<file path="src/rtl/ippc_defines.svh">
// ippc_defines.svh: offsets, field positions, reset values and codes
// assumes: included by the package and the design files by bare name
`ifndef IPPC_DEFINES_SVH
`define IPPC_DEFINES_SVH

//----------------------------------------------------------------------
// register map (byte addresses)
//----------------------------------------------------------------------
`define IPPC_ADDR_W       8
`define IPPC_OFS_ENABLE   8'h10
`define IPPC_OFS_PSET     8'h18
`define IPPC_OFS_PCLR     8'h1C
`define IPPC_OFS_PRIO_LO  8'h40
`define IPPC_OFS_PRIO_HI  8'h5C
`define IPPC_OFS_EVT_STAT 8'h64
`define IPPC_OFS_EVT_MASK 8'h68

//----------------------------------------------------------------------
// fields, reset values, codes
//----------------------------------------------------------------------
`define IPPC_NSRC         32
`define IPPC_PRIO_WORDS   8
`define IPPC_SEL_HI       7
`define IPPC_SEL_LO       6
`define IPPC_PRIO_STEP    8'h40
`define IPPC_RO_ZERO_MASK 32'h3F3F3F3F
`define IPPC_EVT_W        2
`define IPPC_EVT_PEND     0
`define IPPC_EVT_NEST     1
`define IPPC_RST_WORD     32'h00000000
`define IPPC_RST_EVT      2'h0
`define IPPC_RESP_OKAY    2'h0
`define IPPC_RESP_SLVERR  2'h2

`endif

</file>
<file path="src/rtl/ippc_pkg.sv">
// ippc_pkg: types and shared functions of the pending/priority block
// assumes: ippc_defines.svh on the include path
`include "ippc_defines.svh"

package ippc_pkg;

  //--------------------------------------------------------------------
  // bus channel states
  //--------------------------------------------------------------------
  typedef enum logic [0:0] {WS_IDLE = 1'b0, WS_RESP = 1'b1} ippc_wr_st_t;
  typedef enum logic [0:0] {RS_IDLE = 1'b0, RS_DATA = 1'b1} ippc_rd_st_t;

  //--------------------------------------------------------------------
  // state of the top module and the priority storage
  //--------------------------------------------------------------------
  typedef struct packed {
    ippc_wr_st_t           wr_st;
    logic                  aw_got;
    logic                  w_got;
    logic [7:0]            awaddr;
    logic [31:0]           wdata;
    logic [3:0]            wstrb;
    logic [1:0]            bresp;
    ippc_rd_st_t           rd_st;
    logic [31:0]           rdata;
    logic [1:0]            rresp;
    logic                  rd_prio;
    logic [31:0]           enable;
    logic [31:0]           pending;
    logic [31:0]           active;
    logic [31:0]           req_q;
    logic [1:0]            evt;
    logic [1:0]            evt_mask;
    logic                  irq_out;
    logic                  core_irq;
    logic [4:0]            core_vec;
  } ippc_state_t;

  typedef struct packed {
    logic [7:0][7:0]       word;
    logic [31:0]           rdata;
  } ippc_mem_state_t;

  //--------------------------------------------------------------------
  // shared functions
  //--------------------------------------------------------------------
  function automatic logic [7:0] eff_prio(input logic [4:0] idx,
                                          input logic [1:0] sel);
    eff_prio = {3'h0, idx} + 8'({sel, 6'h00});
  endfunction

  function automatic logic [31:0] strb_mask(input logic [3:0] strb);
    strb_mask = {{8{strb[3]}}, {8{strb[2]}}, {8{strb[1]}}, {8{strb[0]}}};
  endfunction

  function automatic logic is_prio(input logic [7:0] a);
    is_prio = (a >= `IPPC_OFS_PRIO_LO) && (a <= `IPPC_OFS_PRIO_HI);
  endfunction

  function automatic logic addr_ok(input logic [7:0] a);
    addr_ok = (a == `IPPC_OFS_ENABLE) || (a == `IPPC_OFS_PSET)
           || (a == `IPPC_OFS_PCLR) || (a == `IPPC_OFS_EVT_STAT)
           || (a == `IPPC_OFS_EVT_MASK) || is_prio(a);
  endfunction

endpackage

</file>
<file path="src/rtl/ippc_top.sv">
// ippc_top: pending state, priority selection and arbitration for 32
// interrupt sources, registers over AXI4-Lite
// assumes: irq_req synchronous to aclk; core_ack/core_ret one-cycle pulses
//
// Functional notes
// - writing one to set register pends source
// - writing one to clear register unpends source
// - set register reads back pending state
// - clear register reads pending; reset clears all
// - thirty-two priority selects packed from 0x40
// - only bits 7:6 writable, others read zero
// - default priority n; lower value wins
// - effective priority is n plus field times 64
// - read-only bit writes ignored, no error
// - level while inactive or rising edge pends
// - ack makes active; level re-pends on return
// - enable gates forwarding; enabling asserted request pends
// - best priority first; better one preempts, nests
`include "ippc_defines.svh"

module ippc_top (
  // clock and reset
  input  wire logic        aclk,
  input  wire logic        aresetn,
  // axi4-lite write address
  input  wire logic        awvalid,
  output      logic        awready,
  input  wire logic [7:0]  awaddr,
  input  wire logic [2:0]  awprot,
  // axi4-lite write data
  input  wire logic        wvalid,
  output      logic        wready,
  input  wire logic [31:0] wdata,
  input  wire logic [3:0]  wstrb,
  // axi4-lite write response
  output      logic        bvalid,
  input  wire logic        bready,
  output      logic [1:0]  bresp,
  // axi4-lite read address
  input  wire logic        arvalid,
  output      logic        arready,
  input  wire logic [7:0]  araddr,
  input  wire logic [2:0]  arprot,
  // axi4-lite read data
  output      logic        rvalid,
  input  wire logic        rready,
  output      logic [31:0] rdata,
  output      logic [1:0]  rresp,
  // peripheral requests
  input  wire logic [31:0] irq_req,
  // processor core
  output      logic        core_irq,
  output      logic [4:0]  core_vec,
  input  wire logic        core_ack,
  input  wire logic        core_ret,
  // event interrupt
  output      logic        irq_out
);

  ippc_pkg::ippc_state_t s;
  ippc_pkg::ippc_state_t next_s;

  logic        do_wr;
  logic        rd_take;
  logic [31:0] wmask;
  logic [31:0] sw_set;
  logic [31:0] sw_clr;
  logic [31:0] hw_set;
  logic [31:0] ack_oh;
  logic [31:0] ret_oh;
  logic [1:0]  ev;
  logic [1:0]  ev_clr;
  logic [63:0] sel_flat;
  logic [31:0] mem_rdata;
  logic        p_found;
  logic [4:0]  p_idx;
  logic [7:0]  p_prio;
  logic        a_found;
  logic [4:0]  a_idx;
  logic [7:0]  a_prio;

  //--------------------------------------------------------------------
  // bus handshakes
  //--------------------------------------------------------------------
  assign awready = (s.wr_st == ippc_pkg::WS_IDLE) && !s.aw_got;
  assign wready  = (s.wr_st == ippc_pkg::WS_IDLE) && !s.w_got;
  assign bvalid  = (s.wr_st == ippc_pkg::WS_RESP);
  assign bresp   = s.bresp;
  assign arready = (s.rd_st == ippc_pkg::RS_IDLE);
  assign rvalid  = (s.rd_st == ippc_pkg::RS_DATA);
  assign rresp   = s.rresp;
  assign rdata   = s.rd_prio ? mem_rdata : s.rdata;
  assign do_wr   = (s.wr_st == ippc_pkg::WS_IDLE) && s.aw_got && s.w_got;
  assign rd_take = arvalid && arready;
  assign wmask   = ippc_pkg::strb_mask(s.wstrb);

  //--------------------------------------------------------------------
  // priority storage and arbiters
  //--------------------------------------------------------------------
  ippc_prio_mem u_mem (
    .aclk     (aclk),
    .aresetn  (aresetn),
    .wr_en    (do_wr && ippc_pkg::is_prio(s.awaddr)),
    .wr_idx   (s.awaddr[4:2]),
    .wr_strb  (s.wstrb),
    .wr_data  (s.wdata),
    .rd_en    (rd_take && ippc_pkg::is_prio(araddr)),
    .rd_idx   (araddr[4:2]),
    .rd_data  (mem_rdata),
    .sel_flat (sel_flat)
  );

  ippc_arbiter u_arb_pend (
    .cand     (s.pending & s.enable),
    .sel_flat (sel_flat),
    .found    (p_found),
    .idx      (p_idx),
    .prio     (p_prio)
  );

  ippc_arbiter u_arb_act (
    .cand     (s.active),
    .sel_flat (sel_flat),
    .found    (a_found),
    .idx      (a_idx),
    .prio     (a_prio)
  );

  //--------------------------------------------------------------------
  // pending and active state
  //--------------------------------------------------------------------
  always_comb
  begin
    sw_set = '0;
    sw_clr = '0;
    ev_clr = '0;
    if (do_wr && s.awaddr == `IPPC_OFS_PSET)
    begin
      sw_set = s.wdata & wmask;
    end
    if (do_wr && s.awaddr == `IPPC_OFS_PCLR)
    begin
      sw_clr = s.wdata & wmask;
    end
    if (do_wr && s.awaddr == `IPPC_OFS_EVT_STAT && s.wstrb[0])
    begin
      ev_clr = s.wdata[1:0];
    end
    ack_oh = '0;
    if (core_ack && s.core_irq && s.pending[s.core_vec])
    begin
      ack_oh[s.core_vec] = 1'b1;
    end
    ret_oh = '0;
    if (core_ret && a_found)
    begin
      ret_oh[a_idx] = 1'b1;
    end
    // level while not active, or a fresh rising edge, pends
    hw_set = s.enable & irq_req
           & ((~s.active & ~ack_oh) | ~s.req_q);
    ev = '0;
    ev[`IPPC_EVT_PEND] = |(hw_set & ~s.pending);
    ev[`IPPC_EVT_NEST] = core_ack && s.core_irq && a_found;
  end

  //--------------------------------------------------------------------
  // next state
  //--------------------------------------------------------------------
  always_comb
  begin
    next_s = s;
    // write channel
    if (awvalid && awready)
    begin
      next_s.aw_got = 1'b1;
      next_s.awaddr = awaddr;
    end
    if (wvalid && wready)
    begin
      next_s.w_got = 1'b1;
      next_s.wdata = wdata;
      next_s.wstrb = wstrb;
    end
    case (s.wr_st)
      ippc_pkg::WS_IDLE:
      begin
        if (do_wr)
        begin
          // read-only bits simply drop, still answered okay
          next_s.bresp = ippc_pkg::addr_ok(s.awaddr) ? `IPPC_RESP_OKAY
                                                     : `IPPC_RESP_SLVERR;
          next_s.wr_st = ippc_pkg::WS_RESP;
        end
      end
      ippc_pkg::WS_RESP:
      begin
        if (bready)
        begin
          next_s.wr_st  = ippc_pkg::WS_IDLE;
          next_s.aw_got = 1'b0;
          next_s.w_got  = 1'b0;
        end
      end
      default:
      begin
        next_s.wr_st = ippc_pkg::WS_IDLE;
      end
    endcase
    if (do_wr && s.awaddr == `IPPC_OFS_ENABLE)
    begin
      next_s.enable = (s.enable & ~wmask) | (s.wdata & wmask);
    end
    if (do_wr && s.awaddr == `IPPC_OFS_EVT_MASK && s.wstrb[0])
    begin
      next_s.evt_mask = s.wdata[1:0];
    end
    // read channel
    case (s.rd_st)
      ippc_pkg::RS_IDLE:
      begin
        if (rd_take)
        begin
          next_s.rd_st   = ippc_pkg::RS_DATA;
          next_s.rd_prio = ippc_pkg::is_prio(araddr);
          next_s.rresp   = ippc_pkg::addr_ok(araddr) ? `IPPC_RESP_OKAY
                                                     : `IPPC_RESP_SLVERR;
          case (araddr)
            `IPPC_OFS_ENABLE:   next_s.rdata = s.enable;
            `IPPC_OFS_PSET:     next_s.rdata = s.pending;
            `IPPC_OFS_PCLR:     next_s.rdata = s.pending;
            `IPPC_OFS_EVT_STAT: next_s.rdata = {30'h0, s.evt};
            `IPPC_OFS_EVT_MASK: next_s.rdata = {30'h0, s.evt_mask};
            default:            next_s.rdata = `IPPC_RST_WORD;
          endcase
        end
      end
      ippc_pkg::RS_DATA:
      begin
        if (rready)
        begin
          next_s.rd_st = ippc_pkg::RS_IDLE;
        end
      end
      default:
      begin
        next_s.rd_st = ippc_pkg::RS_IDLE;
      end
    endcase
    // interrupt state; sets win over clears
    next_s.pending  = (s.pending & ~sw_clr & ~ack_oh)
                    | sw_set | hw_set;
    next_s.active   = (s.active | ack_oh) & ~ret_oh;
    next_s.req_q    = irq_req;
    // forward only a winner that beats the routine in service
    next_s.core_irq = p_found && (!a_found || p_prio < a_prio);
    next_s.core_vec = p_idx;
    next_s.evt      = (s.evt & ~ev_clr) | ev;
    next_s.irq_out  = |(next_s.evt & next_s.evt_mask);
  end

  always_ff @(posedge aclk)
  begin
    if (!aresetn)
    begin
      s <= '0;
    end
    else
    begin
      s <= next_s;
    end
  end

  assign core_irq = s.core_irq;
  assign core_vec = s.core_vec;
  assign irq_out  = s.irq_out;
endmodule // ippc_top

</file>
<file path="src/rtl/ippc_prio_mem.sv">
// ippc_prio_mem: 32 two-bit priority select fields, four to a word
// assumes: byte lane b of word w holds the field of source 4*w+b
`include "ippc_defines.svh"

module ippc_prio_mem (
  // clock and reset
  input  wire logic        aclk,
  input  wire logic        aresetn,
  // write port
  input  wire logic        wr_en,
  input  wire logic [2:0]  wr_idx,
  input  wire logic [3:0]  wr_strb,
  input  wire logic [31:0] wr_data,
  // read port
  input  wire logic        rd_en,
  input  wire logic [2:0]  rd_idx,
  output      logic [31:0] rd_data,
  // all fields for arbitration
  output      logic [63:0] sel_flat
);

  ippc_pkg::ippc_mem_state_t s;
  ippc_pkg::ippc_mem_state_t next_s;

  //--------------------------------------------------------------------
  // storage: only bits 7:6 of each byte kept, the rest read zero
  //--------------------------------------------------------------------
  always_comb
  begin
    next_s = s;
    if (wr_en)
    begin
      for (int b = 0; b < 4; b++)
      begin
        if (wr_strb[b])
        begin
          next_s.word[wr_idx][b*2 +: 2] =
            wr_data[b*8+`IPPC_SEL_LO +: 2];
        end
      end
    end
    if (rd_en)
    begin
      for (int b = 0; b < 4; b++)
      begin
        next_s.rdata[b*8 +: 8] = {s.word[rd_idx][b*2 +: 2], 6'h00};
      end
    end
  end

  always_ff @(posedge aclk)
  begin
    if (!aresetn)
    begin
      s <= '0;
    end
    else
    begin
      s <= next_s;
    end
  end

  assign rd_data = s.rdata;

  // one field per source, 32 in all
  always_comb
  begin
    for (int i = 0; i < `IPPC_NSRC; i++)
    begin
      sel_flat[i*2 +: 2] = s.word[i/4][(i%4)*2 +: 2];
    end
  end

endmodule // ippc_prio_mem

</file>
<file path="src/rtl/ippc_arbiter.sv">
// ippc_arbiter: picks the candidate with the lowest effective priority
// assumes: stateless; sel_flat holds two bits per source
`include "ippc_defines.svh"

module ippc_arbiter (
  // candidates
  input  wire logic [31:0] cand,
  input  wire logic [63:0] sel_flat,
  // winner
  output      logic        found,
  output      logic [4:0]  idx,
  output      logic [7:0]  prio
);

  logic [7:0] p;

  always_comb
  begin
    found = 1'b0;
    idx   = 5'h00;
    prio  = 8'hFF;
    p     = 8'h00;
    for (int i = 0; i < `IPPC_NSRC; i++)
    begin
      p = ippc_pkg::eff_prio(5'(i), sel_flat[i*2 +: 2]);
      // strict compare keeps the lower index on a tie
      if (cand[i] && (!found || p < prio))
      begin
        found = 1'b1;
        idx   = 5'(i);
        prio  = p;
      end
    end
  end

endmodule // ippc_arbiter

</file>
<file path="config.mk">
export PLATFORM = sky130hd
export DESIGN_NAME = ippc_top
export DESIGN_NICKNAME = d
export VERILOG_FILES = /design/src/rtl/ippc_pkg.sv /design/src/rtl/ippc_top.sv /design/src/rtl/ippc_prio_mem.sv /design/src/rtl/ippc_arbiter.sv
export VERILOG_INCLUDE_DIRS = /design/src /design/src/rtl
export SDC_FILE = /design/constraint.sdc
export NUM_CORES = 1
export LEC_CHECK = 0
export ABC_AREA = 1
export BUFFER_PORTS_ARGS = -buffer_cell sky130_fd_sc_hd__buf_2
export CAP_MARGIN = 20
export CORE_UTILIZATION = 50
export DETAILED_ROUTE_END_ITERATION = 8
export GPL_TIMING_DRIVEN = 0
export PLACE_DENSITY_LB_ADDON = 0.12
export SYNTH_ARGS = -nofsm -noshare
export SYNTH_HDL_FRONTEND = slang
export SYNTH_SLANG_ARGS = --single-unit
</file>
<file path="constraint.sdc">
create_clock -name aclk -period 73.3 [get_ports aclk]
set_clock_uncertainty 0.15 [all_clocks]
set_input_delay 10.995 -clock aclk [delete_from_list [all_inputs] [get_ports aclk]]
set_output_delay 10.995 -clock aclk [all_outputs]
set_load 0.01 [all_outputs]
</file>
==> impl_summary.log, run 1 <==
INFO  metric status = finished, final reports clean
INFO  metric die_h = 198 um
INFO  metric type_of_the_most_critical_hold_path = flop to flop
INFO  metric vdd.ir_drop.worst = 0.0156 mV
INFO  metric yosysSeqAreaShare = 30.8%
INFO  metric leakage_component_of_the_power = 10.8 nW
INFO  metric cts_root_buffer = sky130_fd_sc_hd__clkbuf_16
INFO  metric detail_route.first_pass.iterations = 6
INFO  metric nature_of_the_critical_path_endpoint = flop
INFO  metric ios = 147
INFO  metric finalSetupViolations = 0
INFO  metric global_route.usage.total = 38.6%
INFO  metric critical_path.reg2reg.endpoint = core_irq
INFO  metric period_needed = 31.72 ns
INFO  metric net_count_reported_at_finish = 3,380
INFO  metric post-cts-setup-buffer-count = 0
INFO  metric reg2reg_depth = 209
INFO  metric timing.hold.worst_path_depth = 2
INFO  metric crit_path_frequent_cell = sky130_fd_sc_hd__nand2_1
INFO  metric cts-buffers-inserted = 34
INFO  metric cts_tree = built
INFO  metric cts_htree_levels = 2
INFO  metric hold-path-endpoint = s[155]
INFO  metric max_cap_viol_count = 0
INFO  metric core_area = 37,700 um^2
INFO  metric yosysWarnings = 0
INFO  metric setup_tns = 0 ns
INFO  metric grt_first_pass_wirelength = 113,000 um
INFO  metric slowest_stage = sky130_fd_sc_hd__a21oi_1
INFO  metric clockBufferDepth = 3
INFO  metric num_vias = 21,088
INFO  metric number_of_global_route_vias_before_repair = 19,206
INFO  metric nFillCells = 3,940
INFO  metric synthesis.area = 19,100 um^2
INFO  metric grt_antenna_before_repair = 1
INFO  metric worst_path_arrival = 32.03 ns
INFO  metric drc = 0
INFO  metric maxSlewViolCount = 0
INFO  metric power_density = 16.7 nW/um^2
INFO  metric synth_area_per_cell = 6.29 um^2
INFO  metric finalWeightedCongestion = 1.02
INFO  metric critPathLaunchType = flop
INFO  metric launching_point_of_the_worst_reg2reg_path = s[43]
INFO  metric final_hold_viol_count = 0
INFO  metric synth.ff_latch_count = 294
INFO  metric path_clk_slew = 0.06 ns
INFO  metric timing.reg2reg.setup_slack = 41.58 ns
INFO  metric worstSetupPathType = flop to flop
INFO  metric ant_nets = 0
INFO  metric cpLargestDelayFamily = compound AO/OA/AOI/OAI gates
INFO  metric sequentialPowerShare = 46.1%
INFO  metric dpl.hpwl = 61,300 um
INFO  metric syn_to_final_growth = 12.7%
INFO  metric floorplan.die_area = 39,000 um^2
INFO  metric timing.critical_path.required = 73.62 ns
INFO  metric die_w = 198 um
INFO  metric rows = 71
INFO  metric design_internal_power = 0.266 mW
INFO  metric power_switching = 0.0936 mW
INFO  metric pwr-share-comb = 7.1%
INFO  metric pre_cts_ws = 42.20 ns
INFO  metric synthDistinctLibCells = 63
INFO  metric drive_gt1_share = 12.3%
INFO  metric report.power.total = 0.360 mW
INFO  metric initial_utilization = 50.8%
INFO  metric share_clk_of_total_power = 46.8%
INFO  metric holdCritStartpoint = s[155]
INFO  metric syn_inst = 3,038
INFO  metric grt_setup_unrepaired = no
INFO  metric finalCritPeriodShare = 43.3%
INFO  metric dominantRegCellSynth = sky130_fd_sc_hd__dfxtp_1
INFO  metric viasPerCell = 5.63
INFO  metric cts_num_sinks = 294
INFO  metric clkLatencyLatePin = 0.55 ns
INFO  metric postSynth.asyncResetShare = 0%
INFO  metric diodes = 0
INFO  metric max_freq = 31.5 MHz
INFO  metric switching_share = 26.0%
INFO  metric postLayoutCoreUtil = 57.2%
INFO  metric grt_residual_overflow = 0
INFO  metric cts_resized = 0
INFO  metric pin_count_of_the_biggest_net_entering_global_routing = 13
INFO  metric worst_hold_slack = 0.319 ns
INFO  metric worst-slew-pin-transition = 1.10 ns
INFO  metric port-buffer-count = 135
INFO  metric final.setup.worst_slack = 41.58 ns
INFO  metric crit_path_max_fo = 10
INFO  metric wirelength = 75,900 um
INFO  metric wire_per_inst = 20.3 um
INFO  metric timing.max_slew.rel_slack = 26.6%
INFO  metric critical_path_buf_inv_count = 20
INFO  metric ctsHoldBuffers = 0
INFO  metric critPathMaxStageDelay = 0.42 ns
INFO  metric number_of_enable_flip_flop_cells_after_synthesis = 0
INFO  metric drt_first_iter_violations = 2,178
through the flow:
step / std cells / cell area (um^2)
final: 3745 / 21600
after global routing: 3745 / 21600
after floorplan: 3039 / 19100
after CTS: 3745 / 21600
after detailed placement: 3687 / 20500
after global placement: 3685 / 20400
power by group through the flow:
stage	sequential [mW]	combinational, mW	clock (mW)
floorplan	0.169	0.0128	0
global placement	0.169	0.0244	0
detailed placement	0.169	0.0247	0
CTS	0.166	0.0248	0.169
global route	0.166	0.0274	0.175
finish	0.166	0.0255	0.169
worst max-delay path by stage:
stage | start | end | cells past startpoint
after detailed placement | s[43] | core_irq | 208
after CTS | s[43] | core_irq | 208
after global placement | s[43] | core_irq | 208
after global routing | s[43] | core_irq | 210
after floorplan | s[43] | core_irq | 212
final | s[43] | core_irq | 209
layout make-up:
type	instances	area, um^2	area share (%)
Inverter	510	1930	8.96
Clock inverter	8	86.3	0.401
Buffer	89	417	1.93
Multi-Input combinational cell	2146	10900	50.5
Tap cell	511	639	2.97
Clock buffer	50	1010	4.69
Timing Repair Buffer	137	691	3.20
Sequential cell	294	5890	27.3
cell usage in the layout (no fill, tap or decap), drive strengths merged, types with 18 or more instances in the layout:
| cell type | n |
|---|---|
| a211oi | 25 |
| a21oi | 236 |
| a22oi | 27 |
| a31oi | 28 |
| buf | 153 |
| clkbuf | 120 |
| clkinv | 18 |
| dfxtp | 294 |
| ha | 69 |
| inv | 498 |
| nand2 | 803 |
| nand3 | 178 |
| nor2 | 310 |
| nor3 | 24 |
| o21ai | 304 |
| o22ai | 70 |
layer usage:
layer  track usage (%)  vias to the layer above  routed length [um]
met4              15.8                        2                3030
met2              61.0                     1003               33100
met1              52.0                     9674               32900
met3              6.25                      178                6850
met5                 0                        -                  13
li1                  -                    10231                   -
worst register-to-register path: cells and delay by family (launching register included):
kind,cells,cell delay (ns)
AOI/OAI and AO/OA,63,12.34
adders and majority gates,32,9.17
buffers and inverters,20,1.50
DFF,1,0.37
and+or+nand+nor,94,8.11
cell families after synthesis:
logic type      count (synthesis)  synth area share [%]
buf+inv                       599                  12.3
simple gates                 1347                  30.6
mux                            10                 0.576
other cells                     1                0.0196
compound gates                718                  21.2
fa+ha+maj                      69                  4.52
flops                         294                  30.8
cells in the mapped netlist (3+ instances only):
| library cell | instances | area, um^2 |
|---|---|---|
| sky130_fd_sc_hd__nand4_1 | 12 | 75.1 |
| sky130_fd_sc_hd__clkbuf_1 | 68 | 255 |
| sky130_fd_sc_hd__o221ai_1 | 6 | 52.6 |
| sky130_fd_sc_hd__or2_2 | 4 | 25.0 |
| sky130_fd_sc_hd__nand3_2 | 11 | 110 |
| sky130_fd_sc_hd__nor4_1 | 8 | 50.1 |
| sky130_fd_sc_hd__nor3_1 | 24 | 120 |
| sky130_fd_sc_hd__nand3_1 | 167 | 836 |
| sky130_fd_sc_hd__a21oi_1 | 232 | 1160 |
| sky130_fd_sc_hd__nand2_2 | 110 | 688 |
| sky130_fd_sc_hd__a211oi_1 | 25 | 188 |
| sky130_fd_sc_hd__nand2_4 | 11 | 124 |
| sky130_fd_sc_hd__dfxtp_1 | 294 | 5890 |
| sky130_fd_sc_hd__mux2_2 | 8 | 90.1 |
| sky130_fd_sc_hd__inv_2 | 13 | 48.8 |
| sky130_fd_sc_hd__o2bb2ai_1 | 3 | 26.3 |
| sky130_fd_sc_hd__nor2_1 | 306 | 1150 |
| sky130_fd_sc_hd__o21ai_1 | 54 | 270 |
| sky130_fd_sc_hd__ha_1 | 69 | 863 |
| sky130_fd_sc_hd__a31oi_1 | 27 | 169 |
| sky130_fd_sc_hd__o22ai_1 | 70 | 438 |
| sky130_fd_sc_hd__nand2_1 | 681 | 2560 |
| sky130_fd_sc_hd__clkinv_1 | 12 | 45.0 |
| sky130_fd_sc_hd__o21ai_2 | 20 | 175 |
| sky130_fd_sc_hd__nor2_2 | 4 | 25.0 |
| sky130_fd_sc_hd__buf_1 | 3 | 11.3 |
| sky130_fd_sc_hd__a21oi_2 | 3 | 26.3 |
| sky130_fd_sc_hd__inv_1 | 482 | 1810 |
| sky130_fd_sc_hd__buf_4 | 10 | 75.1 |
| sky130_fd_sc_hd__o21ai_0 | 230 | 1150 |
| sky130_fd_sc_hd__a22oi_1 | 27 | 203 |
Note: power is estimated with default switching activity, not from simulation.
==> run 2, diff against run 1 <==
==> constraint.sdc (replaced) <==
create_clock -name aclk -period 29.4 [get_ports aclk]
set_clock_uncertainty 0.15 [all_clocks]
set_input_delay 4.41 -clock aclk [delete_from_list [all_inputs] [get_ports aclk]]
set_output_delay 4.41 -clock aclk [all_outputs]
set_load 0.01 [all_outputs]
==> impl_summary.log, run 2 (synthesis results as in run 1) <==
INFO  metric viasPerCell = 5.62 (-0.24%)
INFO  metric timing.critical_path.required = 29.71 ns (-43.91 ns)
INFO  metric post_route_cell_area = 21,900 um^2 (+1.6%)
INFO  metric num_vias = 21,139 (+0.24%)
INFO  metric detailed_place.area = 20,500 um^2 (unchanged)
INFO  metric cts_num_sinks = 294 (unchanged)
INFO  metric crit_path_frequent_cell = sky130_fd_sc_hd__nand2_1
INFO  metric power_density = 41.0 nW/um^2 (+150%)
INFO  metric finalSetupViolations = 0 (unchanged)
INFO  metric placed_cells = 3,687 (unchanged)
INFO  metric wirelength = 76,100 um (+0.32%)
INFO  metric ant_nets = 0 (unchanged)
INFO  metric timing.max_slew.rel_slack = 27.6% (+1.1 points)
INFO  metric drive_gt1_share = 14.1% (+1.7 points)
INFO  metric max_freq = 36.7 MHz (+16%)
INFO  metric cts-buffers-inserted = 34 (unchanged)
INFO  metric final_cell_mix = sky130_fd_sc_hd__nand2_1 (667), sky130_fd_sc_hd__inv_1 (481), sky130_fd_sc_hd__nor2_1 (303), sky130_fd_sc_hd__dfxtp_1 (292), sky130_fd_sc_hd__a21oi_1 (230)
INFO  metric nature_of_the_critical_path_endpoint = flop
INFO  metric wire_per_inst = 20.2 um (-0.16%)
INFO  metric cts_tree = built
INFO  metric status = finished, final reports clean
INFO  metric drc = 0 (unchanged)
INFO  metric global_route.usage.total = 38.6% (+0.044 points)
INFO  metric port-buffer-count = 135 (unchanged)
INFO  metric pin_count_of_the_biggest_net_entering_global_routing = 13 (unchanged)
INFO  metric floorplan.die_area = 39,000 um^2 (unchanged)
INFO  metric detail_route.first_pass.iterations = 6 (unchanged)
INFO  metric cpLargestDelayFamily = simple AND/OR/NAND/NOR gates
INFO  metric crit_path_max_fo = 10 (unchanged)
INFO  metric core_area = 37,700 um^2 (unchanged)
INFO  metric net_count_reported_at_finish = 3,398 (+0.53%)
INFO  metric syn_to_final_growth = 14.5%
INFO  metric dpl.hpwl = 61,300 um (unchanged)
INFO  metric critPathMaxStageDelay = 0.36 ns (-0.06 ns)
INFO  metric ios = 147 (unchanged)
INFO  metric critical_path_buf_inv_count = 20 (unchanged)
INFO  metric slowest_stage = sky130_fd_sc_hd__dfxtp_2
INFO  metric initial_utilization = 50.8% (unchanged)
INFO  metric path_clk_slew = 0.06 ns (about the same)
INFO  metric grt_antenna_before_repair = 1 (unchanged)
INFO  metric critPathLaunchType = flop
INFO  metric vdd.ir_drop.worst = 0.0391 mV (+150%)
INFO  metric period_needed = 27.28 ns (-4.43 ns)
INFO  metric die_w = 198 um (unchanged)
INFO  metric finalWeightedCongestion = 1.02 (unchanged)
INFO  metric finish.cell_count_without_fillers = 3,763 (+0.48%)
INFO  metric grt_residual_overflow = 0 (unchanged)
INFO  metric final_hold_viol_count = 0 (unchanged)
INFO  metric worstSetupPathType = flop to flop
INFO  metric clkLatencyLatePin = 0.55 ns (about the same)
INFO  metric max_cap_viol_count = 0 (unchanged)
INFO  metric leakage_component_of_the_power = 11.0 nW (+1.4%)
INFO  metric maxSlewViolCount = 0 (unchanged)
INFO  metric finalCritPeriodShare = 92.8% (+50 points)
INFO  metric type_of_the_most_critical_hold_path = flop to flop
INFO  metric rows = 71 (unchanged)
INFO  metric die_h = 198 um (unchanged)
INFO  metric grt_first_pass_wirelength = 113,000 um (about the same)
INFO  metric most_common_library_cell_in_the_layout_ignoring_fill_and_taps = sky130_fd_sc_hd__nand2_1
INFO  metric number_of_global_route_vias_before_repair = 19,211 (+0.026%)
INFO  metric worst_path_arrival = 27.60 ns (-4.43 ns)
INFO  metric drt_first_iter_violations = 2,173 (-0.23%)
INFO  metric cts_htree_levels = 2 (unchanged)
INFO  metric diodes = 0 (unchanged)
INFO  metric clockBufferDepth = 3 (unchanged)
INFO  metric cts_root_buffer = sky130_fd_sc_hd__clkbuf_16
INFO  metric worst-slew-pin-transition = 1.09 ns (-0.0162 ns)
[run 2: report_power, final]
group	internal (mW)	switching, mW	total [mW]
combinational	0.0157	0.0479	0.0637
sequential	0.408	0.00601	0.414
clock	0.241	0.180	0.421
total	0.664	0.234	0.898
[run 2: path summary, 6_finish.rpt]
path	end	startpoint	cells past startpoint	slack, ns
worst max-delay path	core_irq	s[43]	234	2.12
worst min-delay path	s[152]	s[152]	2	0.32
worst max register to register	core_irq	s[43]	234	2.12
worst min register to register	s[152]	s[152]	2	0.32
[run 2: timing repair]
action	4_1_cts	5_1_grt
endpoints found under the hold margin	0	0
setup endpoints to repair	33	33
hold buffers	0	0
resized for setup	23	69
setup buffers	0	18
pin swaps	0	10
[run 2: tightest hold or removal path: stages (launching register included)]
cell and delay, ns:
sky130_fd_sc_hd__dfxtp_1 0.31, sky130_fd_sc_hd__nand2_1 0.06, sky130_fd_sc_hd__a21oi_1 0.05
[run 2: routing by layer]
metal	vias to the layer above	share of wire, %	global-route usage (%)
li1	10265	-	-
met1	9712	43	52.0
met2	968	44	61.0
met3	192	8.9	6.33
met4	2	4.3	16.0
met5	-	0.017	0
[run 2: final cells by class]
class                   count  area (um^2)
well taps                 511          639
inverters                 510         1930
clock inverters             8         86.3
multi-input cells        2146        11100
repair buffers            155          826
plain buffers              89          419
clock buffers              50         1010
flip-flops and latches    294         5890
fillers                  3919        15800
[run 2: stage by stage]
stage | setup WS, ns | setup TNS, ns | utilization [%] | hold WS, ns | power [mW]
2_1_floorplan | 2.92 | 0 | - | 0.293 | 0.452
3_3_place_gp | -1.02 | -22.82 | 54.3 | 0.304 | 0.483
3_5_place_dp | -1.70 | -45.91 | 54.3 | 0.309 | 0.484
4_1_cts | 0.0483 | 0 | 57.3 | 0.317 | 0.897
5_1_grt | -0.236 | -3.72 | 58.1 | 0.329 | 0.920
6_report | 2.12 | 0 | 58.1 | 0.321 | 0.898
==> run 3, diff against run 2 <==
--- a/config.mk
+++ b/config.mk
@@ -9,7 +9,7 @@
 export ABC_AREA = 1
 export BUFFER_PORTS_ARGS = -buffer_cell sky130_fd_sc_hd__buf_2
 export CAP_MARGIN = 20
-export CORE_UTILIZATION = 50
+export CORE_UTILIZATION = 62
 export DETAILED_ROUTE_END_ITERATION = 8
 export GPL_TIMING_DRIVEN = 0
 export PLACE_DENSITY_LB_ADDON = 0.12
==> impl_summary.log, run 3 (synthesis results as in run 1) <==
INFO  metric type_of_the_most_critical_hold_path = flop to flop
INFO  metric number_of_global_route_vias_before_repair = 19,751 (+2.8%)
INFO  metric cts_root_buffer = sky130_fd_sc_hd__clkbuf_16
INFO  metric most_common_library_cell_in_the_layout_ignoring_fill_and_taps = sky130_fd_sc_hd__nand2_1
INFO  metric detail_route.first_pass.iterations = 7 (+1)
INFO  metric floorplan.die_area = 31,500 um^2 (-19%)
INFO  metric initial_utilization = 63.8% (+13 points)
INFO  metric period_needed = 27.52 ns (+0.239 ns)
INFO  metric worst_path_arrival = 27.87 ns (+0.27 ns)
INFO  metric report.power.total = 0.879 mW (-2.1%)
INFO  metric dpl.hpwl = 56,700 um (-7.5%)
INFO  metric grt_antenna_before_repair = 0 (-1)
INFO  metric global_route.usage.total = 44.9% (+6.3 points)
INFO  metric timing.max_slew.rel_slack = 20.5% (-7.1 points)
INFO  metric nFillCells = 2,513 (-36%)
INFO  metric drt_first_iter_violations = 2,580 (+19%)
INFO  metric final_cell_mix = sky130_fd_sc_hd__nand2_1 (670), sky130_fd_sc_hd__inv_1 (481), sky130_fd_sc_hd__nor2_1 (305), sky130_fd_sc_hd__dfxtp_1 (292), sky130_fd_sc_hd__a21oi_1 (230)
INFO  metric syn_to_final_growth = 13.3%
INFO  metric rows = 63 (-11%)
INFO  metric cts_tree = built
INFO  metric power_density = 40.6 nW/um^2 (-1.1%)
INFO  metric wirelength = 72,100 um (-5.2%)
INFO  metric sequential_cell_area = 5890 um^2 (unchanged)
INFO  metric die_h = 178 um (-10%)
INFO  metric die_w = 178 um (-10%)
INFO  metric path_clk_slew = 0.06 ns (about the same)
INFO  metric viasPerCell = 6.03 (+7.3%)
INFO  metric net_count_reported_at_finish = 3,398 (unchanged)
INFO  metric max_cap_viol_count = 0 (unchanged)
INFO  metric worst-slew-pin-transition = 1.19 ns (+0.103 ns)
INFO  metric drive_gt1_share = 13.9% (-0.21 points)
INFO  metric cts_htree_levels = 1 (-1)
INFO  metric max_freq = 36.3 MHz (-0.87%)
INFO  metric num_vias = 21,947 (+3.8%)
INFO  metric grt_residual_overflow = 0 (unchanged)
INFO  metric slowest_stage = sky130_fd_sc_hd__dfxtp_2
INFO  metric diodes = 0 (unchanged)
INFO  metric final_hold_viol_count = 0 (unchanged)
INFO  metric crit_path_max_fo = 10 (unchanged)
INFO  metric crit_path_frequent_cell = sky130_fd_sc_hd__nand2_1
INFO  metric critPathLaunchType = flop
INFO  metric finalWeightedCongestion = 1.13 (+11%)
INFO  metric drc = 0 (unchanged)
INFO  metric timing.critical_path.required = 29.74 ns (+0.03 ns)
INFO  metric clkLatencyLatePin = 0.58 ns (+0.03 ns)
INFO  metric ant_nets = 0 (unchanged)
INFO  metric maxSlewViolCount = 0 (unchanged)
INFO  metric nature_of_the_critical_path_endpoint = flop
INFO  metric core_area = 30,000 um^2 (-20%)
INFO  metric worstSetupPathType = flop to flop
INFO  metric leakage_component_of_the_power = 10.9 nW (-0.49%)
INFO  metric final.setup.worst_slack = 1.88 ns (-0.239 ns)
INFO  metric ctsHoldBuffers = 0 (unchanged)
INFO  metric cts-buffers-inserted = 31 (-8.8%)
INFO  metric grt_first_pass_wirelength = 108,000 um (-4.2%)
INFO  metric finalSetupViolations = 0 (unchanged)
INFO  metric vdd.ir_drop.worst = 0.0533 mV (+36%)
INFO  metric port-buffer-count = 135 (unchanged)
INFO  metric wire_per_inst = 19.8 um (-2.0%)
INFO  metric ios = 147 (unchanged)
INFO  metric clockBufferDepth = 3 (unchanged)
INFO  metric critPathMaxStageDelay = 0.36 ns (about the same)
INFO  metric finalCritPeriodShare = 93.6% (+0.81 points)
INFO  metric cts_num_sinks = 294 (unchanged)
INFO  metric status = finished, final reports clean
INFO  metric pin_count_of_the_biggest_net_entering_global_routing = 15 (+2)
INFO  metric multi_input_area = 11,100 um^2 (-0.19%)
INFO  metric pre_cts_ws = -1.38 ns (+0.324 ns)
## run 3: cell types whose count changed in the layout (fill, tap and decap cells not counted), moves of 3 or more
| cell | change |
|---|---|
| sky130_fd_sc_hd__nand2_1 | +3 |
| sky130_fd_sc_hd__clkbuf_16 | -3 |
| sky130_fd_sc_hd__buf_4 | +3 |
| sky130_fd_sc_hd__clkinvlp_4 | +3 |
| sky130_fd_sc_hd__bufinv_16 | +4 |
| sky130_fd_sc_hd__clkbuf_8 | -8 |
## run 3: final cells by class
type                       instances  area share [%]
timing repair buffer             158            3.92
clock inverter                    14           0.867
tap                              390            2.25
multi-input combinational       2146            51.1
buffer                            89            1.94
clock buffer                      39            3.81
sequential                       294            27.2
inverter                         510            8.92
## run 3: worst paths after layout
kind,startpoint,endpoint,slack (ns),cells past startpoint
setup reg to reg,s[43],core_irq,1.88,233
setup / recovery,s[43],core_irq,1.88,233
hold / removal,s[169],s[169],0.32,2
hold reg to reg,s[169],s[169],0.32,2
## run 3: layer usage
layer  part of all wire [%]  global-route usage, %  up-vias
met5                  0.090                   1.60        -
met4                    6.0                   23.1        2
met3                     14                   10.1      281
met2                     42                   68.0     1525
met1                     39                   59.6     9879
li1                       -                      -    10260
## run 3: what timing repair did
item	CTS	global route
resized for setup	18	66
setup endpoints to repair	33	33
gates cloned	0	0
buffers inserted	0	22
pin swaps	0	8
## run 3: power breakdown
group          switching, mW  internal [mW]
Sequential           0.00639          0.408
Combinational         0.0464         0.0157
Clock                  0.170          0.232
Total                  0.223          0.656
## run 3: metrics by stage
stage	setup TNS, ns	cell area (um^2)	utilization [%]	hold WS [ns]	std cells
2_1_floorplan	0	19100	-	0.293	3039
3_3_place_gp	-0.216	20300	67.7	0.305	3564
3_5_place_dp	-33.48	20300	67.8	0.309	3565
4_1_cts	0	21300	71.2	0.319	3618
5_1_grt	-4.10	21700	72.3	0.336	3640
6_report	0	21700	72.3	0.319	3640
## run 3: worst max-delay path, delay by kind of cell, from the launching register on
kind,cells,cell delay [ns]
adders and majority gates,32,8.87
buffers and inverters,20,1.27
and+or+nand+nor,117,9.72
AOI/OAI and AO/OA,64,7.08
DFF,1,0.36
